<file path="src/rtl/msl_pkg.sv">
/*
 * constants, field layouts and carrier types shared by the serial latch block.
 * assumes an apb master on pclk and serial pins that are asynchronous to pclk.
 */
// Overview of operation
// - select input steers serial pins between two paths
// - shift clock rise advances only selected register
// - select low: strobe rise loads on/off bits
// - select high: trim latches follow while strobe high
// - strobe low holds trim contents unchanged
// - open lamp or overheat pulls error low
// - trim path 16 words of 7, msb first
// - on/off path 16 bits, msb first
package msl_pkg;

    // serial geometry defaults
    localparam int MSL_CHANNELS = 16;
    localparam int MSL_TRIM_BITS = 7;

    // apb address width and register byte offsets
    localparam int MSL_ADDR_W = 12;
    localparam logic [11:0] MSL_OFS_ONOFF = 12'h000;
    localparam logic [11:0] MSL_OFS_STATUS = 12'h004;
    localparam logic [11:0] MSL_OFS_MASK = 12'h008;
    localparam logic [11:0] MSL_OFS_PINS = 12'h00C;
    localparam logic [11:0] MSL_OFS_TRIM_BASE = 12'h040;
    localparam logic [11:0] MSL_OFS_TRIM_END = 12'h07C;

    // word index shift for the trim array
    localparam int MSL_WORD_SHIFT = 2;

    // status and mask bit positions
    localparam int MSL_EV_ONOFF = 0;
    localparam int MSL_EV_TRIM = 1;
    localparam int MSL_EV_ERROR = 2;
    localparam int MSL_EV_W = 3;

    // pin status bit positions
    localparam int MSL_PIN_SEL = 0;
    localparam int MSL_PIN_STROBE = 1;
    localparam int MSL_PIN_ERR = 2;

    // reset values
    localparam logic [2:0] MSL_MASK_RST = 3'h0;
    localparam logic [31:0] MSL_RDATA_RST = 32'h0000_0000;

    // serial pins that travel together through the synchroniser
    typedef struct packed {
        logic shift_clock;
        logic serial_data_input;
        logic latch_strobe;
        logic register_select;
    } msl_pins_t;

    // detector inputs, also synchronised
    typedef struct packed {
        logic [15:0] open_lamp_detect;
        logic overheat_flag;
    } msl_detect_t;

    localparam msl_pins_t MSL_PINS_RST = '{1'b0, 1'b0, 1'b0, 1'b0};
    localparam msl_detect_t MSL_DETECT_RST = '{16'h0000, 1'b0};

endpackage

</file>
<file path="src/rtl/msl_serial_latch.sv">
/*
 * serial load and latch logic of a sixteen channel sink driver, sampled on
 * pclk, with an apb register view, sticky events and an interrupt.
 * assumes the serial shift clock is far slower than pclk (several pclk
 * periods per phase) and that all pin inputs are asynchronous to pclk.
 */
`timescale 1ns/1ps
module msl_serial_latch
    import msl_pkg::*;
#(
    parameter int CHANNELS = MSL_CHANNELS,
    parameter int TRIM_BITS = MSL_TRIM_BITS
)
(
    input wire logic pclk,
    input wire logic presetn,
    // apb slave
    input wire logic psel,
    input wire logic penable,
    input wire logic pwrite,
    input wire logic [MSL_ADDR_W-1:0] paddr,
    input wire logic [31:0] pwdata,
    output logic [31:0] prdata,
    output logic pready,
    output logic pslverr,
    // serial pins
    input wire logic shift_clock,
    input wire logic serial_data_input,
    input wire logic latch_strobe,
    input wire logic register_select,
    output logic chain_data_output,
    // detector inputs
    input wire logic [CHANNELS-1:0] open_lamp_detect,
    input wire logic overheat_flag,
    // open-drain error pin: level always low, enable high while pulling
    output logic error_flag_n_out,
    output logic error_flag_n_oe,
    // channel state towards the current sinks
    output logic [CHANNELS-1:0] channel_on,
    output logic [CHANNELS*TRIM_BITS-1:0] brightness_trim,
    // level interrupt
    output logic irq
);

    localparam int TRIM_LEN = CHANNELS * TRIM_BITS;

    // refuse geometries the register map cannot hold
    generate
        if (CHANNELS != MSL_CHANNELS || TRIM_BITS < 1 || TRIM_BITS > 32)
        begin : g_bad_geometry
            $error("msl_serial_latch: unsupported channel or trim width");
        end
    endgenerate

    // two-flop synchroniser stages; first stage is read only by the second
    msl_pins_t pins_meta_reg;
    msl_pins_t pins_sync_reg;
    msl_pins_t pins_prev_reg;
    msl_detect_t det_meta_reg;
    msl_detect_t det_sync_reg;

    // shift paths and held registers
    logic [CHANNELS-1:0] onoff_shift_reg;
    logic [TRIM_LEN-1:0] trim_shift_reg;
    logic [CHANNELS-1:0] onoff_reg;
    logic [TRIM_LEN-1:0] trim_reg;

    // error pin and event state
    logic error_reg;
    logic [MSL_EV_W-1:0] status_reg;
    logic [MSL_EV_W-1:0] mask_reg;
    logic [MSL_EV_W-1:0] event_pulse;
    logic irq_reg;
    logic chain_reg;

    // apb answer state
    logic [31:0] rdata_reg;
    logic [31:0] rdata_next;
    logic ready_reg;
    logic err_reg;
    logic addr_ok;

    // edges seen on the synchronised pins
    logic clk_rise;
    logic strobe_rise;
    logic strobe_fall;
    logic error_now;

    // synchronise serial and detector pins
    always_ff @(posedge pclk or negedge presetn)
    begin
        if (!presetn)
        begin
            pins_meta_reg <= MSL_PINS_RST;
            pins_sync_reg <= MSL_PINS_RST;
            pins_prev_reg <= MSL_PINS_RST;
            det_meta_reg <= MSL_DETECT_RST;
            det_sync_reg <= MSL_DETECT_RST;
        end
        else
        begin
            pins_meta_reg <= '{shift_clock, serial_data_input, latch_strobe,
                               register_select};
            pins_sync_reg <= pins_meta_reg;
            pins_prev_reg <= pins_sync_reg;
            det_meta_reg <= '{open_lamp_detect, overheat_flag};
            det_sync_reg <= det_meta_reg;
        end
    end

    // edge detection on the second stage only
    assign clk_rise = pins_sync_reg.shift_clock & ~pins_prev_reg.shift_clock;
    assign strobe_rise = pins_sync_reg.latch_strobe & ~pins_prev_reg.latch_strobe;
    assign strobe_fall = ~pins_sync_reg.latch_strobe & pins_prev_reg.latch_strobe;

    // a detected open lamp or overheat condition
    assign error_now = (|det_sync_reg.open_lamp_detect) | det_sync_reg.overheat_flag;

    // on/off shift path: moves only while select is low
    always_ff @(posedge pclk or negedge presetn)
    begin
        if (!presetn)
        begin
            onoff_shift_reg <= '0;
        end
        else if (clk_rise && !pins_sync_reg.register_select)
        begin
            // msb first: new bit enters at bit 0, oldest leaves at the top
            onoff_shift_reg <= {onoff_shift_reg[CHANNELS-2:0],
                                pins_sync_reg.serial_data_input};
        end
    end

    // trim shift path: moves only while select is high
    always_ff @(posedge pclk or negedge presetn)
    begin
        if (!presetn)
        begin
            trim_shift_reg <= '0;
        end
        else if (clk_rise && pins_sync_reg.register_select)
        begin
            // channel 15 word goes first and ends in the top bits
            trim_shift_reg <= {trim_shift_reg[TRIM_LEN-2:0],
                               pins_sync_reg.serial_data_input};
        end
    end

    // on/off register: edge-triggered by the strobe rise
    always_ff @(posedge pclk or negedge presetn)
    begin
        if (!presetn)
        begin
            onoff_reg <= '0;
        end
        else if (strobe_rise && !pins_sync_reg.register_select)
        begin
            onoff_reg <= onoff_shift_reg;
        end
    end

    // trim registers: transparent while strobe high, held while low
    always_ff @(posedge pclk or negedge presetn)
    begin
        if (!presetn)
        begin
            trim_reg <= '0;
        end
        else if (pins_sync_reg.latch_strobe && pins_sync_reg.register_select)
        begin
            // the controller keeps clock and data still meanwhile
            trim_reg <= trim_shift_reg;
        end
        // otherwise trim_reg keeps its value
    end

    // serial output follows the tail of the selected path
    always_ff @(posedge pclk or negedge presetn)
    begin
        if (!presetn)
        begin
            chain_reg <= 1'b0;
        end
        else
        begin
            chain_reg <= pins_sync_reg.register_select ? trim_shift_reg[TRIM_LEN-1]
                                                       : onoff_shift_reg[CHANNELS-1];
        end
    end

    // error pin pull-down enable
    always_ff @(posedge pclk or negedge presetn)
    begin
        if (!presetn)
        begin
            error_reg <= 1'b0;
        end
        else
        begin
            error_reg <= error_now;
        end
    end

    // one-cycle events feeding the sticky status
    always_comb
    begin
        event_pulse = '0;
        event_pulse[MSL_EV_ONOFF] = strobe_rise & ~pins_sync_reg.register_select;
        // trim load completes when the strobe returns low
        event_pulse[MSL_EV_TRIM] = strobe_fall & pins_sync_reg.register_select;
        event_pulse[MSL_EV_ERROR] = error_now & ~error_reg;
    end

    // address decode for a mapped word
    assign addr_ok = (paddr == MSL_OFS_ONOFF) || (paddr == MSL_OFS_STATUS) ||
                     (paddr == MSL_OFS_MASK) || (paddr == MSL_OFS_PINS) ||
                     (paddr >= MSL_OFS_TRIM_BASE && paddr <= MSL_OFS_TRIM_END &&
                      paddr[1:0] == 2'b00);

    // sticky status: hardware set wins over software write-one clear
    always_ff @(posedge pclk or negedge presetn)
    begin
        if (!presetn)
        begin
            status_reg <= '0;
        end
        else if (psel && penable && ready_reg && pwrite && paddr == MSL_OFS_STATUS)
        begin
            status_reg <= (status_reg & ~pwdata[MSL_EV_W-1:0]) | event_pulse;
        end
        else
        begin
            status_reg <= status_reg | event_pulse;
        end
    end

    // interrupt mask register
    always_ff @(posedge pclk or negedge presetn)
    begin
        if (!presetn)
        begin
            mask_reg <= MSL_MASK_RST;
        end
        else if (psel && penable && ready_reg && pwrite && paddr == MSL_OFS_MASK)
        begin
            mask_reg <= pwdata[MSL_EV_W-1:0];
        end
    end

    // level interrupt from unmasked sticky bits
    always_ff @(posedge pclk or negedge presetn)
    begin
        if (!presetn)
        begin
            irq_reg <= 1'b0;
        end
        else
        begin
            irq_reg <= |((status_reg | event_pulse) & mask_reg);
        end
    end

    // read mux, evaluated in the setup cycle
    always_comb
    begin
        rdata_next = MSL_RDATA_RST;
        if (paddr == MSL_OFS_ONOFF)
        begin
            rdata_next[CHANNELS-1:0] = onoff_reg;
        end
        else if (paddr == MSL_OFS_STATUS)
        begin
            rdata_next[MSL_EV_W-1:0] = status_reg;
        end
        else if (paddr == MSL_OFS_MASK)
        begin
            rdata_next[MSL_EV_W-1:0] = mask_reg;
        end
        else if (paddr == MSL_OFS_PINS)
        begin
            rdata_next[MSL_PIN_SEL] = pins_sync_reg.register_select;
            rdata_next[MSL_PIN_STROBE] = pins_sync_reg.latch_strobe;
            rdata_next[MSL_PIN_ERR] = error_reg;
        end
        else if (addr_ok)
        begin
            // one trim word per channel, low bits
            rdata_next[TRIM_BITS-1:0] = trim_reg[TRIM_BITS *
                5'((paddr - MSL_OFS_TRIM_BASE) >> MSL_WORD_SHIFT) +: TRIM_BITS];
        end
    end

    // apb answer: ready one cycle after setup, data and error with it
    always_ff @(posedge pclk or negedge presetn)
    begin
        if (!presetn)
        begin
            ready_reg <= 1'b0;
            err_reg <= 1'b0;
            rdata_reg <= MSL_RDATA_RST;
        end
        else if (psel && !penable)
        begin
            // setup cycle: prepare the answer
            ready_reg <= 1'b1;
            err_reg <= ~addr_ok;
            rdata_reg <= pwrite ? MSL_RDATA_RST : rdata_next;
        end
        else
        begin
            // access done or idle: drop the answer
            ready_reg <= 1'b0;
            err_reg <= 1'b0;
        end
    end

    // outputs straight from flip-flops, except the error pin level, which is tied low
    assign prdata = rdata_reg;
    assign pready = ready_reg;
    assign pslverr = err_reg;
    assign chain_data_output = chain_reg;
    assign error_flag_n_out = 1'b0;
    assign error_flag_n_oe = error_reg;
    assign channel_on = onoff_reg;
    assign brightness_trim = trim_reg;
    assign irq = irq_reg;

endmodule

</file>
<file path="config.mk">
export PLATFORM = sky130hd
export DESIGN_NAME = msl_serial_latch
export DESIGN_NICKNAME = d
export VERILOG_FILES = /design/src/rtl/msl_pkg.sv /design/src/rtl/msl_serial_latch.sv
export SDC_FILE = /design/constraint.sdc
export NUM_CORES = 1
export LEC_CHECK = 0
export BUFFER_PORTS_ARGS = -buffer_cell sky130_fd_sc_hd__buf_2
export CORE_MARGIN = 2
export CORE_UTILIZATION = 40
export DETAILED_ROUTE_END_ITERATION = 10
export PLACE_DENSITY = 0.73
export SYNTH_ARGS = -nofsm -noshare
export SYNTH_HDL_FRONTEND = slang
export SYNTH_SLANG_ARGS = --single-unit
export TNS_END_PERCENT = 10
</file>
<file path="constraint.sdc">
create_clock -name pclk -period 4.84 [get_ports pclk]
set_clock_uncertainty 0.05 [all_clocks]
set_input_delay 0.726 -clock pclk [delete_from_list [all_inputs] [get_ports pclk]]
set_output_delay 0.726 -clock pclk [all_outputs]
set_load 0.02 [all_outputs]
</file>
==> metrics.cfg, run 1 <==
[clocking]
clkLatencyLatePin_ps = 500
clk_root_buffer_cell = clkbuf_16
clkSlewWorstSetupHoldPaths_ps = 60
post_cts_resize_count = 0
cts_setup_buffers = 0
clock_path_buffers = 3
cts_tree = yes
clkSinkCount = 327
numCtsBuffers = 36
htree_levels = 2
postCtsHoldBufs = 0

[floorplanning]
fp-row-count = 65
die_w_um = 184
die_h_um = 184
core_um2 = 31600
dieArea_um2 = 33700
start_util_pct = 40.8
pin_count = 236

[synth]
synthArstFlopShare_pct = 100
ys_types = 36
synth-main-ff-cell = dfrtp_1
synth_edf_count = 0
synth_cells = 795
ys_seq_area_share_pct = 63.4
avgSynthCellArea_um2 = 16.2
synth-warning-count = 0
syn-cell-area_um2 = 12900
synth_seq_cells = 327

[routing]
drc = 0
via_per_inst = 5.20
wl_um = 28400
drt_pass1_iterations = 5
vias = 7375
drt_iter0_drc = 365
routedWlPerCell_um = 20.0
antenna_left = 0

[setup_path]
start_kind = primary input
worstSetupEndpointType = register
worstPathMaxFanout = 26
worstSetupPathType = in2reg
required_ps = 5170
arrival_ps = 2960

[job]
cap_violations = 0

[sta]
setup_viol = 0
worst_pin_slew_ps = 892
fin_crit_ps = 2630
hold_viol = 0
fmax_mhz = 381
rsz0062_at_grt = no
fin_crit_sh_pct = 54.3
relSlewSlack_pct = 40.5
fin_tns_setup_ps = 0
final_max_slew_viol_count = 0

[cells_and_area]
area_delta_synth_final_pct = 19.0
mostFrequentLayoutCells = dfrtp_1, mux2_2, buf_2
drive_gt1_share_pct = 52.5
final_nets = 1058
final_common_cell = dfrtp_1
postLayoutCellArea_um2 = 15300

[global_routing]
antenna_found_initial = 4
grt_max_degree = 107
grtUsageTotal_pct = 16.9
grt_pass1_vias = 7445
gr-total-overflow = 0
grt_pass1_wl_um = 43900

[place]
portBuffers = 189
place_hpwl_um = 19600
place.gp.congestion = 0.809
place_area_um2 = 14200

[run_status]
status = complete, no violations

[power]
ir_worst_vdd_mv = 0.270
pwr_density_cell_nw_per_um2 = 404
p_leak_nw = 8.07

[min_path]
worstHoldPathType = in2async

-- cell type report --
cell class                      instances  area [µm²]
Tap cell                              402         503
Inverter                                5        18.8
Fill cell                            2716       16300
Clock inverter                         15         168
Multi-Input combinational cell        419        4400
Clock buffer                           48        1010
Antenna cell                            3        7.51
Timing Repair Buffer                  199        1060
Sequential cell                       327        8180
-- path summary, 6_finish.rpt --
kind	depth (start not counted)	startpoint	endpoint	slack (ps)
min reg2reg	0	pins_meta_reg[1]	pins_sync_reg[1]	290
max	5	paddr[2]	prdata[2]	2210
max in group asynchronous	2	presetn	trim_shift_reg[15]	3560
min	1	presetn	det_meta_reg[5]	150
max reg2reg	3	pins_sync_reg[0]	brightness_trim[64]	2620
min in group pclk	1	open_lamp_detect[5]	det_meta_reg[6]	270
-- Yosys cell counts (8+ instances only) --
cell      instances  area share [%]
a21oi_1          11            0.43
o21ai_0          14            0.54
dfrtp_1         327              63
a22o_1            9            0.61
buf_2            19            0.74
buf_4            18             1.0
clkbuf_1         15            0.44
nor2b_1           8            0.39
mux4_1           14             2.9
nand2_1           9            0.26
mux2_2          260              23
mux4_2           14             2.4
nand3_1           9            0.35
-- cells by family after synthesis --
family                 count (synthesis)  share of synthesized area, %
AOI/OAI and AO/OA                     53                          2.82
buffers and inverters                 65                          2.97
DFF                                  327                          63.4
muxes                                288                          28.0
other                                  1                        0.0291
and+or+nand+nor                       61                          2.74
-- per-layer routing --
metal | track usage [%] | vias up | wire, µm
li1 | - | 3261 | -
met2 | 26.1 | 226 | 13100
met1 | 23.4 | 3846 | 12600
met4 | 4.58 | 2 | 580
met3 | 4.77 | 40 | 2070
met5 | 0 | - | 16
-- critical path, stage by stage --
cell and delay (ps):
buf_2 650, mux4_1 690, a22oi_1 410, nand3_1 140, a211o_1 300
-- power breakdown --
| part | internal (mW) | switching [mW] | total, mW |
|---|---|---|---|
| combinational | 0.216 | 0.290 | 0.506 |
| sequential | 2.88 | 0.114 | 2.99 |
| clock | 1.63 | 1.06 | 2.69 |
| total | 4.72 | 1.47 | 6.19 |
-- through the flow --
stage / cells / util (%) / hold WS (ps) / worst slack, ps / total power [mW]
CTS: 1415 / 48.5 / 173 / 2210 / 6.27
global route: 1415 / 48.5 / 178 / 2140 / 6.44
detailed placement: 1352 / 44.8 / 285 / 1690 / 3.56
finish: 1418 / 48.5 / 151 / 2210 / 6.19
floorplan: 811 / - / 281 / 2520 / 3.34
global placement: 1352 / 44.8 / 282 / 1710 / 3.54
(Power assumes the default switching activity.)
==> inputs of run 2 (changes only) <==
clock period = 2.5 ns   (was 4.84 ns; I/O delays follow)
==> metrics.cfg, run 2 (same netlist as run 1, synthesis figures left out) <==
[run_status]
status = complete, no violations  ; unchanged

[routing]
drc = 0  ; unchanged
antenna_left = 0  ; unchanged
routedWlPerCell_um = 19.9  ; was 20.0 µm
drt_pass1_iterations = 4  ; was 5
wl_um = 28900  ; was 28400 µm
vias = 7520  ; was 7375
via_per_inst = 5.18  ; was 5.20
drt_iter0_drc = 402  ; was 365

[floorplanning]
start_util_pct = 40.8  ; unchanged
fp-row-count = 65  ; unchanged
pin_count = 236  ; unchanged
dieArea_um2 = 33700  ; unchanged
die_h_um = 184  ; unchanged
core_um2 = 31600  ; unchanged
die_w_um = 184  ; unchanged

[place]
place_hpwl_um = 20200  ; was 19600 µm
portBuffers = 189  ; unchanged
place.gp.congestion = 0.781  ; was 0.809
place_area_um2 = 14400  ; was 14200 µm²

[sta]
final_max_slew_viol_count = 0  ; unchanged
fmax_mhz = 492
worst_pin_slew_ps = 588  ; was 892 ps
rsz0062_at_grt = no  ; unchanged
fin_tns_setup_ps = 0  ; unchanged
hold_viol = 0  ; unchanged
setup_viol = 0  ; unchanged
relSlewSlack_pct = 60.8  ; was 40.5%
fin_crit_sh_pct = 81.3
fin_crit_ps = 2030

[cells_and_area]
postLayoutCellArea_um2 = 15900  ; was 15300 µm²
area_delta_synth_final_pct = 23.2  ; was 19.0%
seqCellArea_um2 = 8180  ; unchanged
final_nets = 1097  ; was 1058
drive_gt1_share_pct = 52.6  ; was 52.5%
final_common_cell = dfrtp_1  ; unchanged
multi_input_area_um2 = 4400  ; unchanged
mostFrequentLayoutCells = dfrtp_1, mux2_2, buf_2  ; unchanged
nFillCells = 2653  ; was 2716

[power]
p_leak_nw = 8.34  ; was 8.07 nW
ir_worst_vdd_mv = 0.514  ; was 0.270 mV
pwr_density_cell_nw_per_um2 = 782  ; was 404 nW/µm²

[global_routing]
grtUsageTotal_pct = 17.4  ; was 16.9%
antenna_found_initial = 3  ; was 4
gr-total-overflow = 0  ; unchanged
grt_pass1_vias = 7746  ; was 7445
grt_pass1_wl_um = 45100  ; was 43900 µm
grt_max_degree = 77  ; was 107

[clocking]
clkLatencyLatePin_ps = 510  ; was 500 ps
htree_levels = 2  ; unchanged
clkSinkCount = 327  ; unchanged
clk_root_buffer_cell = clkbuf_16  ; unchanged
numCtsBuffers = 36  ; unchanged
post_cts_resize_count = 0  ; unchanged
clkSlewWorstSetupHoldPaths_ps = 60  ; about the same
cts_setup_buffers = 0  ; unchanged
postCtsHoldBufs = 22  ; was 0
clock_path_buffers = 3  ; unchanged
cts_tree = yes  ; unchanged

[setup_path]
required_ps = 2830  ; was 5170 ps
worstSetupPathType = reg2reg  ; was in2reg
r2r_slack_ps = 470  ; was 2620 ps
worstPathMaxFanout = 3  ; was 26
worstSetupEndpointType = register  ; unchanged
start_kind = register  ; was primary input
arrival_ps = 2360  ; was 2960 ps

[min_path]
worstHoldPathType = in2reg  ; was in2async

[job]
cap_violations = 0  ; unchanged

[run 2: path summary, 6_finish.rpt]
path	startpoint	endpoint	cells past startpoint
min in group asynchronous	presetn	det_sync_reg[6]	2
hold reg to reg	det_meta_reg[16]	det_sync_reg[16]	0
setup reg to reg	brightness_trim[89]	prdata[5]	5
hold / removal	pwdata[2]	mask_reg[2]	2
setup / recovery	brightness_trim[89]	prdata[5]	5
max in group asynchronous	presetn	trim_shift_reg[91]	3
[run 2: per-stage QoR]
stage,util (%),hold slack [ps],total power [mW],worst slack [ps],cells
finish,50.2,74.0,12.4,468,1453
global route,50.2,63.8,12.9,405,1453
CTS,50.2,51.9,12.6,466,1452
detailed placement,45.5,285,6.92,176,1369
global placement,45.5,283,6.89,204,1369
floorplan,-,29.4,6.46,527,811
[run 2: report_power, final]
part           total [mW]  internal [mW]  switching [mW]
sequential           5.80           5.58           0.223
combinational        1.04          0.471           0.569
clock                5.59           3.52            2.07
[run 2: cell type report]
type / instances / share of cell area [%]
clock buffers: 46 / 6.48
clock inverters: 15 / 1.49
flip-flops and latches: 327 / 51.5
well taps: 402 / 3.17
inverters: 5 / 0.118
repair buffers: 238 / 9.54
multi-input cells: 419 / 27.7
diodes: 1 / 0.0157
[run 2: worst max-delay path, cell delays in order (launching register included)]
cell and delay [ps]:
dfrtp_1 390, mux4_1 560, and3_1 210, a21oi_1 210, a21oi_1 170, a221o_1 310
[run 2: routing by layer]
| layer | track usage [%] | part of all wire, % | vias up |
|---|---|---|---|
| li1 | - | - | 3338 |
| met1 | 24.0 | 44 | 3884 |
| met2 | 27.5 | 47 | 238 |
| met3 | 4.69 | 7.2 | 56 |
| met4 | 4.48 | 2.0 | 4 |
| met5 | 0 | 0.076 | - |
